`src/verilog/spimsp_pkg.sv`:
```
// constants and shared types of the spi master/slave port
package spimsp_pkg;
	// ********************************************************
	// register indices; byte address is four times the index
	// ********************************************************
	localparam logic [7:0] CTRL_IDX = 8'h2C;
	localparam logic [7:0] STAT_IDX = 8'h2D;
	localparam logic [7:0] DATA_IDX = 8'h2E;
	localparam int ADDR_LSB = 2;
	localparam int ADDR_MSB = 9;
	// ********************************************************
	// field positions and reset values
	// ********************************************************
	localparam int CTRL_IE_BIT = 7;
	localparam int CTRL_EN_BIT = 6;
	localparam int CTRL_LSB_BIT = 5;
	localparam int CTRL_MASTER_SELECT_BIT = 4;
	localparam int CTRL_CLOCK_IDLE_POLARITY_BIT = 3;
	localparam int CTRL_CLOCK_SAMPLE_PHASE_BIT = 2;
	localparam int CTRL_R1_BIT = 1;
	localparam int CTRL_R0_BIT = 0;
	localparam int STAT_FLAG_BIT = 7;
	localparam int STAT_WRITE_COLLISION_FLAG_BIT = 6;
	localparam int STAT_DBL_BIT = 0;
	localparam logic [7:0] CTRL_RST = 8'h00;
	localparam logic [7:0] STAT_RST = 8'h00;
	localparam logic [7:0] DATA_RST = 8'h00;
	// ********************************************************
	// cycle counts
	// ********************************************************
	localparam logic [4:0] LAST_EDGE = 5'h0F;
	localparam logic [3:0] LAST_SAMPLE = 4'h7;
	localparam logic [6:0] HALF_D2 = 7'h01;
	localparam logic [6:0] HALF_D4 = 7'h02;
	localparam logic [6:0] HALF_D8 = 7'h04;
	localparam logic [6:0] HALF_D16 = 7'h08;
	localparam logic [6:0] HALF_D32 = 7'h10;
	localparam logic [6:0] HALF_D64 = 7'h20;
	localparam logic [6:0] HALF_D128 = 7'h40;

	typedef enum logic [0:0] {
		ST_IDLE = 1'b0,
		ST_SHIFT = 1'b1
	} spimsp_state_t;

	// half period of sck in system clocks
	function automatic logic [6:0] spimsp_half(input logic dbl,
		input logic [1:0] rate);
		logic [6:0] h;
		case (rate)
			2'b00: h = dbl ? HALF_D2 : HALF_D4;
			2'b01: h = dbl ? HALF_D8 : HALF_D16;
			2'b10: h = dbl ? HALF_D32 : HALF_D64;
			default: h = dbl ? HALF_D64 : HALF_D128;
		endcase
		return h;
	endfunction : spimsp_half
endpackage : spimsp_pkg

```
`src/verilog/spimsp_clk_if.sv`:
```
// link between the transfer engine and the sck rate generator
interface spimsp_clk_if;
	logic run;
	logic [6:0] half;
	logic tick;
	modport gen (input run, input half, output tick);
	modport user (output run, output half, input tick);
endinterface : spimsp_clk_if

```
`src/verilog/spimsp_sckgen.sv`:
```
// master sck rate generator: one tick per half period of sck
module spimsp_sckgen (
	input wire logic hclk, // system clock
	input wire logic hresetn, // async reset, active low
	spimsp_clk_if.gen clk_if // run, half period, tick
);
	typedef struct packed {
		logic [6:0] cnt;
		logic tick;
	} spimsp_gen_t;

	spimsp_gen_t s_ff;
	spimsp_gen_t nxt_s;

	always_comb
	begin
		nxt_s = s_ff;
		nxt_s.tick = 1'b0;
		if (!clk_if.run)
		begin
			nxt_s.cnt = 7'h00;
		end
		else if (s_ff.cnt + 7'h01 >= clk_if.half)
		begin
			// equal high and low time at every division
			nxt_s.cnt = 7'h00;
			nxt_s.tick = 1'b1;
		end
		else
		begin
			nxt_s.cnt = s_ff.cnt + 7'h01;
		end
	end

	always_ff @(posedge hclk or negedge hresetn)
	begin
		if (!hresetn)
			s_ff <= '0;
		else
			s_ff <= nxt_s;
	end

	assign clk_if.tick = s_ff.tick;
endmodule : spimsp_sckgen

```
`src/verilog/spimsp_top.sv`:
```
// spi master/slave port with an ahb-lite register slave
// Function
// - slave: select is input; select high ignores incoming data, pins input
// - slave: select high at once resets shifter, bit counter, partial byte
// - slave: select low activates port; miso drives only if set output
// - master: select as output is plain output, no effect on logic
// - master: select input low clears master_select, mosi and sck go input
// - lost master also sets transfer_done_flag, may raise interrupt
// - data launched on one sck edge, sampled on the other; modes 0-3
// - clock_idle_polarity 1 idles sck high, 0 idles low
// - clock_sample_phase 0 samples leading edge, 1 samples trailing edge
// - lsb_first_select at bit 5 sends lsb first when 1
// - block_enable at bit 6 required for every spi operation
// - master_select at bit 4: 1 master, 0 slave
// - transfer_irq_enable at bit 7 gates done flag onto interrupt
// - master sck is clock /4,/16,/64,/128, or /2,/8,/32,/64 doubled
// - rate bits have no effect in slave role
// - transfer_done_flag set when a byte transfer completes
// - flag cleared by vector taken, or status read then data access
// - data write during transfer sets write_collision_flag; cleared by status read then data access
// - status bits 5 to 1 read zero
// - data write starts transmission; data read returns receive buffer
// - double_rate in master gives a least sck period of two clocks
// - master data write runs clock for exactly eight bits then stops
// - transmit single buffered, receive double buffered, overrun loses byte
module spimsp_top (
	input wire logic hclk, // system clock
	input wire logic hresetn, // async reset, active low
	input wire logic hsel, // slave select of the bus
	input wire logic [31:0] haddr, // byte address
	input wire logic [1:0] htrans, // transfer type
	input wire logic hwrite, // write when high
	input wire logic [2:0] hsize, // word transfers only
	input wire logic [31:0] hwdata, // write data
	input wire logic hready, // bus ready
	output logic [31:0] hrdata, // read data
	output logic hreadyout, // always ready
	output logic hresp, // always okay
	input wire logic global_irq_enable, // cpu interrupt enable
	input wire logic irq_vector_taken, // pulse: vector taken
	output logic irq_req, // interrupt request
	input wire logic ss_n_i, // slave select pin level
	input wire logic ss_dir_out, // select pin set as output
	input wire logic sck_dir_out, // sck pin set as output
	input wire logic mosi_dir_out, // mosi pin set as output
	input wire logic miso_dir_out, // miso pin set as output
	input wire logic sck_i, // sck pin level
	output logic sck_o, // sck drive value
	output logic sck_oe, // sck drive enable
	input wire logic mosi_i, // mosi pin level
	output logic mosi_o, // mosi drive value
	output logic mosi_oe, // mosi drive enable
	input wire logic miso_i, // miso pin level
	output logic miso_o, // miso drive value
	output logic miso_oe // miso drive enable
);
	typedef struct packed {
		logic [7:0] ctrl;
		logic dbl;
		logic flag;
		logic write_collision_flag;
		logic armed;
		logic [7:0] txd;
		logic [7:0] rxsh;
		logic [7:0] rxbuf;
		spimsp_pkg::spimsp_state_t st;
		logic [4:0] edge_n;
		logic [3:0] nsamp;
		logic outbit;
		logic sck;
		logic sck_prev;
		logic wr_pend;
		logic [7:0] wr_idx;
		logic [31:0] rdata;
		logic irq;
		logic sck_oe;
		logic mosi_oe;
		logic miso_oe;
	} spimsp_core_t;

	spimsp_core_t s_ff;
	spimsp_core_t nxt_s;
	spimsp_clk_if clk_if ();

	spimsp_sckgen u_sckgen (
		.hclk (hclk),
		.hresetn (hresetn),
		.clk_if (clk_if)
	);

	function automatic logic bit_at(input logic [7:0] d,
		input logic [2:0] i, input logic lsb);
		return lsb ? d[i] : d[3'h7 - i];
	endfunction : bit_at

	logic en, master, clock_idle_polarity, clock_sample_phase, lsb;
	logic addr_ok, status_rd, data_rd, data_wr;
	logic active, lead, trail, sample, setup, in_bit, busy, done, mf;
	logic [7:0] aidx;
	logic [7:0] rx_next;

	assign en = s_ff.ctrl[spimsp_pkg::CTRL_EN_BIT];
	assign master = s_ff.ctrl[spimsp_pkg::CTRL_MASTER_SELECT_BIT];
	assign clock_idle_polarity = s_ff.ctrl[spimsp_pkg::CTRL_CLOCK_IDLE_POLARITY_BIT];
	assign clock_sample_phase = s_ff.ctrl[spimsp_pkg::CTRL_CLOCK_SAMPLE_PHASE_BIT];
	assign lsb = s_ff.ctrl[spimsp_pkg::CTRL_LSB_BIT];
	assign aidx = haddr[spimsp_pkg::ADDR_MSB:spimsp_pkg::ADDR_LSB];
	assign addr_ok = hsel && hready && htrans[1];
	assign clk_if.run = (s_ff.st == spimsp_pkg::ST_SHIFT) && master;
	// rate bits only reach the generator, which runs in master role
	assign clk_if.half = spimsp_pkg::spimsp_half(s_ff.dbl,
		s_ff.ctrl[spimsp_pkg::CTRL_R1_BIT:spimsp_pkg::CTRL_R0_BIT]);

	// ********************************************************
	// next state
	// ********************************************************
	always_comb
	begin
		nxt_s = s_ff;
		status_rd = 1'b0;
		data_rd = 1'b0;
		data_wr = 1'b0;
		nxt_s.rdata = 32'h0000_0000;
		// bus: reads answer in the data phase straight from a flop
		if (addr_ok && !hwrite)
		begin
			case (aidx)
				spimsp_pkg::CTRL_IDX: nxt_s.rdata = {24'h00_0000, s_ff.ctrl};
				spimsp_pkg::STAT_IDX:
				begin
					nxt_s.rdata = {24'h00_0000, s_ff.flag, s_ff.write_collision_flag,
						5'h00, s_ff.dbl};
					status_rd = 1'b1;
				end
				spimsp_pkg::DATA_IDX:
				begin
					nxt_s.rdata = {24'h00_0000, s_ff.rxbuf};
					data_rd = 1'b1;
				end
				default: nxt_s.rdata = 32'h0000_0000;
			endcase
		end
		nxt_s.wr_pend = addr_ok && hwrite;
		nxt_s.wr_idx = aidx;
		if (s_ff.wr_pend)
		begin
			case (s_ff.wr_idx)
				spimsp_pkg::CTRL_IDX: nxt_s.ctrl = hwdata[7:0];
				spimsp_pkg::STAT_IDX:
					nxt_s.dbl = hwdata[spimsp_pkg::STAT_DBL_BIT];
				spimsp_pkg::DATA_IDX: data_wr = 1'b1;
				default: ;
			endcase
		end
		// flag clearing sequence; a same-cycle set below still wins
		if (s_ff.armed && (data_rd || data_wr))
		begin
			nxt_s.flag = 1'b0;
			nxt_s.write_collision_flag = 1'b0;
			nxt_s.armed = 1'b0;
		end
		if (status_rd && (s_ff.flag || s_ff.write_collision_flag))
			nxt_s.armed = 1'b1;
		if (irq_vector_taken)
			nxt_s.flag = 1'b0;

		// engine: edges from the generator (master) or the pin (slave)
		active = en && !master && !ss_n_i;
		in_bit = master ? miso_i : mosi_i;
		if (master)
		begin
			lead = clk_if.run && clk_if.tick && !s_ff.edge_n[0];
			trail = clk_if.run && clk_if.tick && s_ff.edge_n[0];
		end
		else
		begin
			lead = active && (s_ff.sck_prev == clock_idle_polarity) && (sck_i != clock_idle_polarity);
			trail = active && (s_ff.sck_prev != clock_idle_polarity) && (sck_i == clock_idle_polarity);
		end
		sample = clock_sample_phase ? trail : lead;
		setup = clock_sample_phase ? lead : trail;
		nxt_s.sck_prev = sck_i;
		busy = master ? (s_ff.st == spimsp_pkg::ST_SHIFT)
			: (active && s_ff.nsamp != 4'h0);
		rx_next = s_ff.rxsh;
		if (sample)
		begin
			rx_next = lsb ? {in_bit, s_ff.rxsh[7:1]}
				: {s_ff.rxsh[6:0], in_bit};
			nxt_s.rxsh = rx_next;
			nxt_s.nsamp = s_ff.nsamp + 4'h1;
		end
		if (setup)
			nxt_s.outbit = bit_at(s_ff.txd, nxt_s.nsamp[2:0], lsb);
		if (master)
		begin
			done = clk_if.tick && s_ff.edge_n == spimsp_pkg::LAST_EDGE;
			if (clk_if.tick)
			begin
				nxt_s.sck = !s_ff.sck;
				nxt_s.edge_n = s_ff.edge_n + 5'h01;
			end
			if (done)
				nxt_s.st = spimsp_pkg::ST_IDLE;
		end
		else
		begin
			done = sample && s_ff.nsamp == spimsp_pkg::LAST_SAMPLE;
			nxt_s.st = spimsp_pkg::ST_IDLE;
			if (done)
				nxt_s.nsamp = 4'h0;
			if (!active)
			begin
				// select high drops the partial byte at once
				nxt_s.nsamp = 4'h0;
				nxt_s.rxsh = 8'h00;
				nxt_s.outbit = bit_at(s_ff.txd, 3'h0, lsb);
				done = 1'b0;
			end
		end
		if (done)
		begin
			// overwritten if software was late: the older byte is lost
			nxt_s.rxbuf = rx_next;
			nxt_s.flag = 1'b1;
		end
		if (data_wr)
		begin
			if (busy)
				nxt_s.write_collision_flag = 1'b1;
			else
			begin
				nxt_s.txd = hwdata[7:0];
				nxt_s.outbit = bit_at(hwdata[7:0], 3'h0, lsb);
				if (master && en)
				begin
					nxt_s.st = spimsp_pkg::ST_SHIFT;
					nxt_s.edge_n = 5'h00;
					nxt_s.nsamp = 4'h0;
				end
			end
		end
		// select as an input pulled low: another master took the bus
		mf = en && master && !ss_dir_out && !ss_n_i;
		if (mf)
		begin
			nxt_s.ctrl[spimsp_pkg::CTRL_MASTER_SELECT_BIT] = 1'b0;
			nxt_s.flag = 1'b1;
			nxt_s.st = spimsp_pkg::ST_IDLE;
			nxt_s.edge_n = 5'h00;
			nxt_s.nsamp = 4'h0;
		end
		if (!en)
		begin
			nxt_s.st = spimsp_pkg::ST_IDLE;
			nxt_s.nsamp = 4'h0;
		end
		// idle level moves with a control write, not one edge later
		if (nxt_s.st == spimsp_pkg::ST_IDLE)
			nxt_s.sck = nxt_s.ctrl[spimsp_pkg::CTRL_CLOCK_IDLE_POLARITY_BIT];
		nxt_s.sck_oe = nxt_s.ctrl[spimsp_pkg::CTRL_EN_BIT]
			&& nxt_s.ctrl[spimsp_pkg::CTRL_MASTER_SELECT_BIT] && sck_dir_out;
		nxt_s.mosi_oe = nxt_s.ctrl[spimsp_pkg::CTRL_EN_BIT]
			&& nxt_s.ctrl[spimsp_pkg::CTRL_MASTER_SELECT_BIT] && mosi_dir_out;
		nxt_s.miso_oe = nxt_s.ctrl[spimsp_pkg::CTRL_EN_BIT]
			&& !nxt_s.ctrl[spimsp_pkg::CTRL_MASTER_SELECT_BIT]
			&& !ss_n_i && miso_dir_out;
		nxt_s.irq = nxt_s.flag && global_irq_enable
			&& nxt_s.ctrl[spimsp_pkg::CTRL_IE_BIT];
	end

	always_ff @(posedge hclk or negedge hresetn)
	begin
		if (!hresetn)
		begin
			s_ff <= '0;
			s_ff.ctrl <= spimsp_pkg::CTRL_RST;
			s_ff.txd <= spimsp_pkg::DATA_RST;
			s_ff.st <= spimsp_pkg::ST_IDLE;
		end
		else
			s_ff <= nxt_s;
	end

	assign hrdata = s_ff.rdata;
	assign hreadyout = 1'b1;
	assign hresp = 1'b0;
	assign irq_req = s_ff.irq;
	assign sck_o = s_ff.sck;
	assign sck_oe = s_ff.sck_oe;
	assign mosi_o = s_ff.outbit;
	assign mosi_oe = s_ff.mosi_oe;
	assign miso_o = s_ff.outbit;
	assign miso_oe = s_ff.miso_oe;
endmodule : spimsp_top

```
`config.mk`:
```
export PLATFORM = sky130hd
export DESIGN_NAME = spimsp_top
export DESIGN_NICKNAME = d
export VERILOG_FILES = /design/src/verilog/spimsp_pkg.sv /design/src/verilog/spimsp_clk_if.sv /design/src/verilog/spimsp_sckgen.sv /design/src/verilog/spimsp_top.sv
export SDC_FILE = /design/constraint.sdc
export NUM_CORES = 1
export LEC_CHECK = 0
export ABC_AREA = 1
export BUFFER_PORTS_ARGS = -buffer_cell sky130_fd_sc_hd__buf_2
export CORE_MARGIN = 4
export CORE_UTILIZATION = 38
export CTS_CLUSTER_SIZE = 28
export DETAILED_ROUTE_END_ITERATION = 7
export GPL_ROUTABILITY_DRIVEN = 0
export PLACE_DENSITY = 0.69
export REMOVE_ABC_BUFFERS = 1
export SETUP_SLACK_MARGIN = 0.5
export SYNTH_ARGS = -nofsm -noshare
export SYNTH_HDL_FRONTEND = slang
export SYNTH_SLANG_ARGS = --single-unit
```
`constraint.sdc`:
```
create_clock -name hclk -period 3.2 [get_ports hclk]
set_input_delay 0.16 -clock hclk [delete_from_list [all_inputs] [get_ports hclk]]
set_output_delay 0.16 -clock hclk [all_outputs]
set_load 0.005 [all_outputs]
```
==> reports/metrics.cfg <==
[power]
cellLeakagePower_uw = 0.00257
max-vdd-ir-drop_v = 0.000192
power.total_uw = 2150
p_per_area_nw_per_um2 = 439

[worst_setup_path]
start_kind = register
ff2ff_path_depth = 10
crit_type = reg2reg
cp_max_fo = 6
r2r-end = u_sckgen.s_ff[5]
r2r_slack_ns = 0.92
crit_arrival_ns = 2.52
end_kind = register
rr_startpoint = u_sckgen.s_ff[1]
cp.required_ns = 3.44

[detailed_routing]
viasPerCell = 4.84
wl_per_cell_um = 13.2
wl_um = 9440
drc = 0
ant_nets = 0
dr_total_vias = 3470
dr.first_iter.drc_count = 190
dr.pass1.iters = 5

[cells_and_area]
syn_to_final_growth_pct = 13.4
drive_gt1_share_pct = 16.5
n_antenna_cell = 0
final_net_count = 668

[synth]
netlist_instances = 522
yosys_register_bits = 78
yosysTopAreaCellShare_pct = 45.2
syn_avg_cell_area_um2 = 8.28
yosys.area.top_type = dfrtp_1
netlist-cell-type-count = 44
synth-seq-area-share_pct = 45.2
synthesis.area_um2 = 4320
ys_top_cells_by_area = dfrtp_1, nand2_1, buf_4
synth.yosys.warnings = 0

[global_route]
grt_pass1_wl_um = 15500
first_global_vias = 3342
grt_max_degree = 79
track_usage_pct = 14.8
grt_overflow = 0
antenna_found_initial = 0

[sta]
fin_crit_ns = 2.28
worst_clock_skew_ns = 0.00715
setup_viol = 0
relSlewSlack_pct = 34.0
rsz0062_at_grt = no
whs_ns = -0.0437
worst_pin_slew_ns = 0.989
tns_ns = 0
fin_crit_sh_pct = 71.1
hold_viol = 17
fmax_mhz = 439
slew_violations = 0

[status]
failed_checks = hold timing
status = complete, but fails checks

[clock_tree]
cts_buffer_depth = 2
post_cts_resized = 0
path_clk_slew_ns = 0.06
numCtsBuffers = 9
clk_latency_ns = 0.34
cts_hold_buffers = 9
cts_root_buf = clkbuf_16
htreeDepth = 3
clock-sinks = 78
postCtsSetupRepairBufs = 0
cts_tree = built

[placed_design]
io_buffers = 46
dpl.hpwl_um = 6960

[die]
coreArea_um2 = 11000
fp.dieW_um = 115
ios = 125
rows = 38
die_area_um2 = 13100
die_h_um = 115
start_util_pct = 39.4

[min_path]
min_path_type = in2async

[flow_run]
cap_violations = 0

cell families (layout without fill, tap and decap cells):
family | after synthesis | in the layout | synth area share (%)
fa+ha+maj | 12 | 12 | 3.47
flops | 78 | 78 | 45.2
simple gates | 227 | 227 | 25.4
xor+xnor | 8 | 8 | 1.62
other cells | 2 | 26 | 0.174
mux | 3 | 3 | 0.695
buf+inv | 117 | 148 | 13.6
compound gates | 75 | 75 | 9.93
area by class of cell:
type	count	area (um^2)
Fill cell	1090	6080
Clock inverter	5	33.8
Tap cell	140	175
Timing Repair Buffer	58	345
Inverter	74	282
Clock buffer	11	243
Multi-Input combinational cell	351	1870
Sequential cell	78	1950
critical path, stage by stage (launching register included):
cell	delay, ns
dfrtp_1	0.42
ha_1	0.24
nand3_1	0.11
nand3b_1	0.13
xor2_1	0.19
inv_1	0.07
ha_1	0.33
a21oi_1	0.16
o21a_1	0.16
nand3_1	0.19
nor3_1	0.19
sequential cells by signal, summed over array words and instances (netlist names):
register / count
s_ff: 51
hrdata: 8
u_sckgen.s_ff: 7
clock_idle_polarity: 1
clock_sample_phase: 1
en: 1
irq_req: 1
lsb: 1
master: 1
miso_o: 1
miso_oe: 1
mosi_oe: 1
sck_o: 1
sck_oe: 1
u_sckgen.clk_if.tick: 1
metal layers:
metal / vias to the layer above / GRT usage [%] / part of all wire (%)
met2: 91 / 24.7 / 49
met3: 11 / 3.33 / 5.1
met5: - / 0 / 0
met4: 0 / 5.30 / 1.5
li1: 1724 / - / -
met1: 1644 / 18.9 / 44
synth_stat cells (all sizes together):
library cell	count
and3	1
o221ai	2
xor2	7
a32o	1
o21ai	41
dfrtp	78
nand3b	2
ha	12
nand3	45
a21boi	1
a21oi	19
inv	72
a31oi	2
a211oi	1
nor3	7
nand4	11
a31o	2
nand2	114
nor2	42
clkbuf	4
nor4	3
conb	2
clkinv	2
o21a	1
buf	39
mux2i	3
o211ai	5
or2	2
xnor2	1
worst max-delay path by stage:
stage | slack, ns | depth (start not counted) | start | endpoint
floorplan | 1.03 | 13 | s_ff[48] | sck_o
global placement | 0.96 | 10 | u_sckgen.s_ff[1] | u_sckgen.s_ff[4]
detailed placement | 0.93 | 10 | u_sckgen.s_ff[1] | u_sckgen.s_ff[5]
CTS | 0.91 | 10 | u_sckgen.s_ff[1] | u_sckgen.s_ff[5]
global route | 0.68 | 14 | master | miso_o
finish | 0.92 | 10 | u_sckgen.s_ff[1] | u_sckgen.s_ff[5]
layout by cell type, fill, tap and decap left out, types with 2 or more instances in the layout:
cell type,n
dfrtp_1,78
clkbuf_16,9
nand4_1,11
buf_2,45
o21ai_1,9
clkinvlp_4,2
nand2_4,5
conb_1,26
xor2_1,7
nor2_1,40
a21oi_1,19
nand2_2,5
dlygate4sd3_1,9
nand3_2,6
ha_1,12
o211ai_1,4
or2_2,2
nand3b_1,2
o21ai_0,32
inv_1,70
o221ai_1,2
nor4_2,2
nand3_1,39
buf_4,4
nor3_1,6
clkinv_2,3
a31o_2,2
mux2i_1,3
nand2_1,104
where the power goes:
group,internal [uW],switching [uW]
Clock,546,404
Sequential,1010,19.5
Combinational,59.3,115
stage by stage:
| step | hold slack [ns] | setup WS, ns | std cells | area, um^2 | utilization (%) |
|---|---|---|---|---|---|
| floorplan | -0.136 | 1.03 | 503 | 4110 | - |
| global placement | 0.283 | 0.965 | 692 | 4540 | 41.3 |
| detailed placement | 0.287 | 0.933 | 692 | 4540 | 41.3 |
| CTS | 0.0207 | 0.908 | 717 | 4900 | 44.6 |
| global route | 0.0266 | 0.680 | 717 | 4900 | 44.6 |
| finish | -0.0437 | 0.924 | 717 | 4900 | 44.6 |
Power figures use the tool's default switching activity.
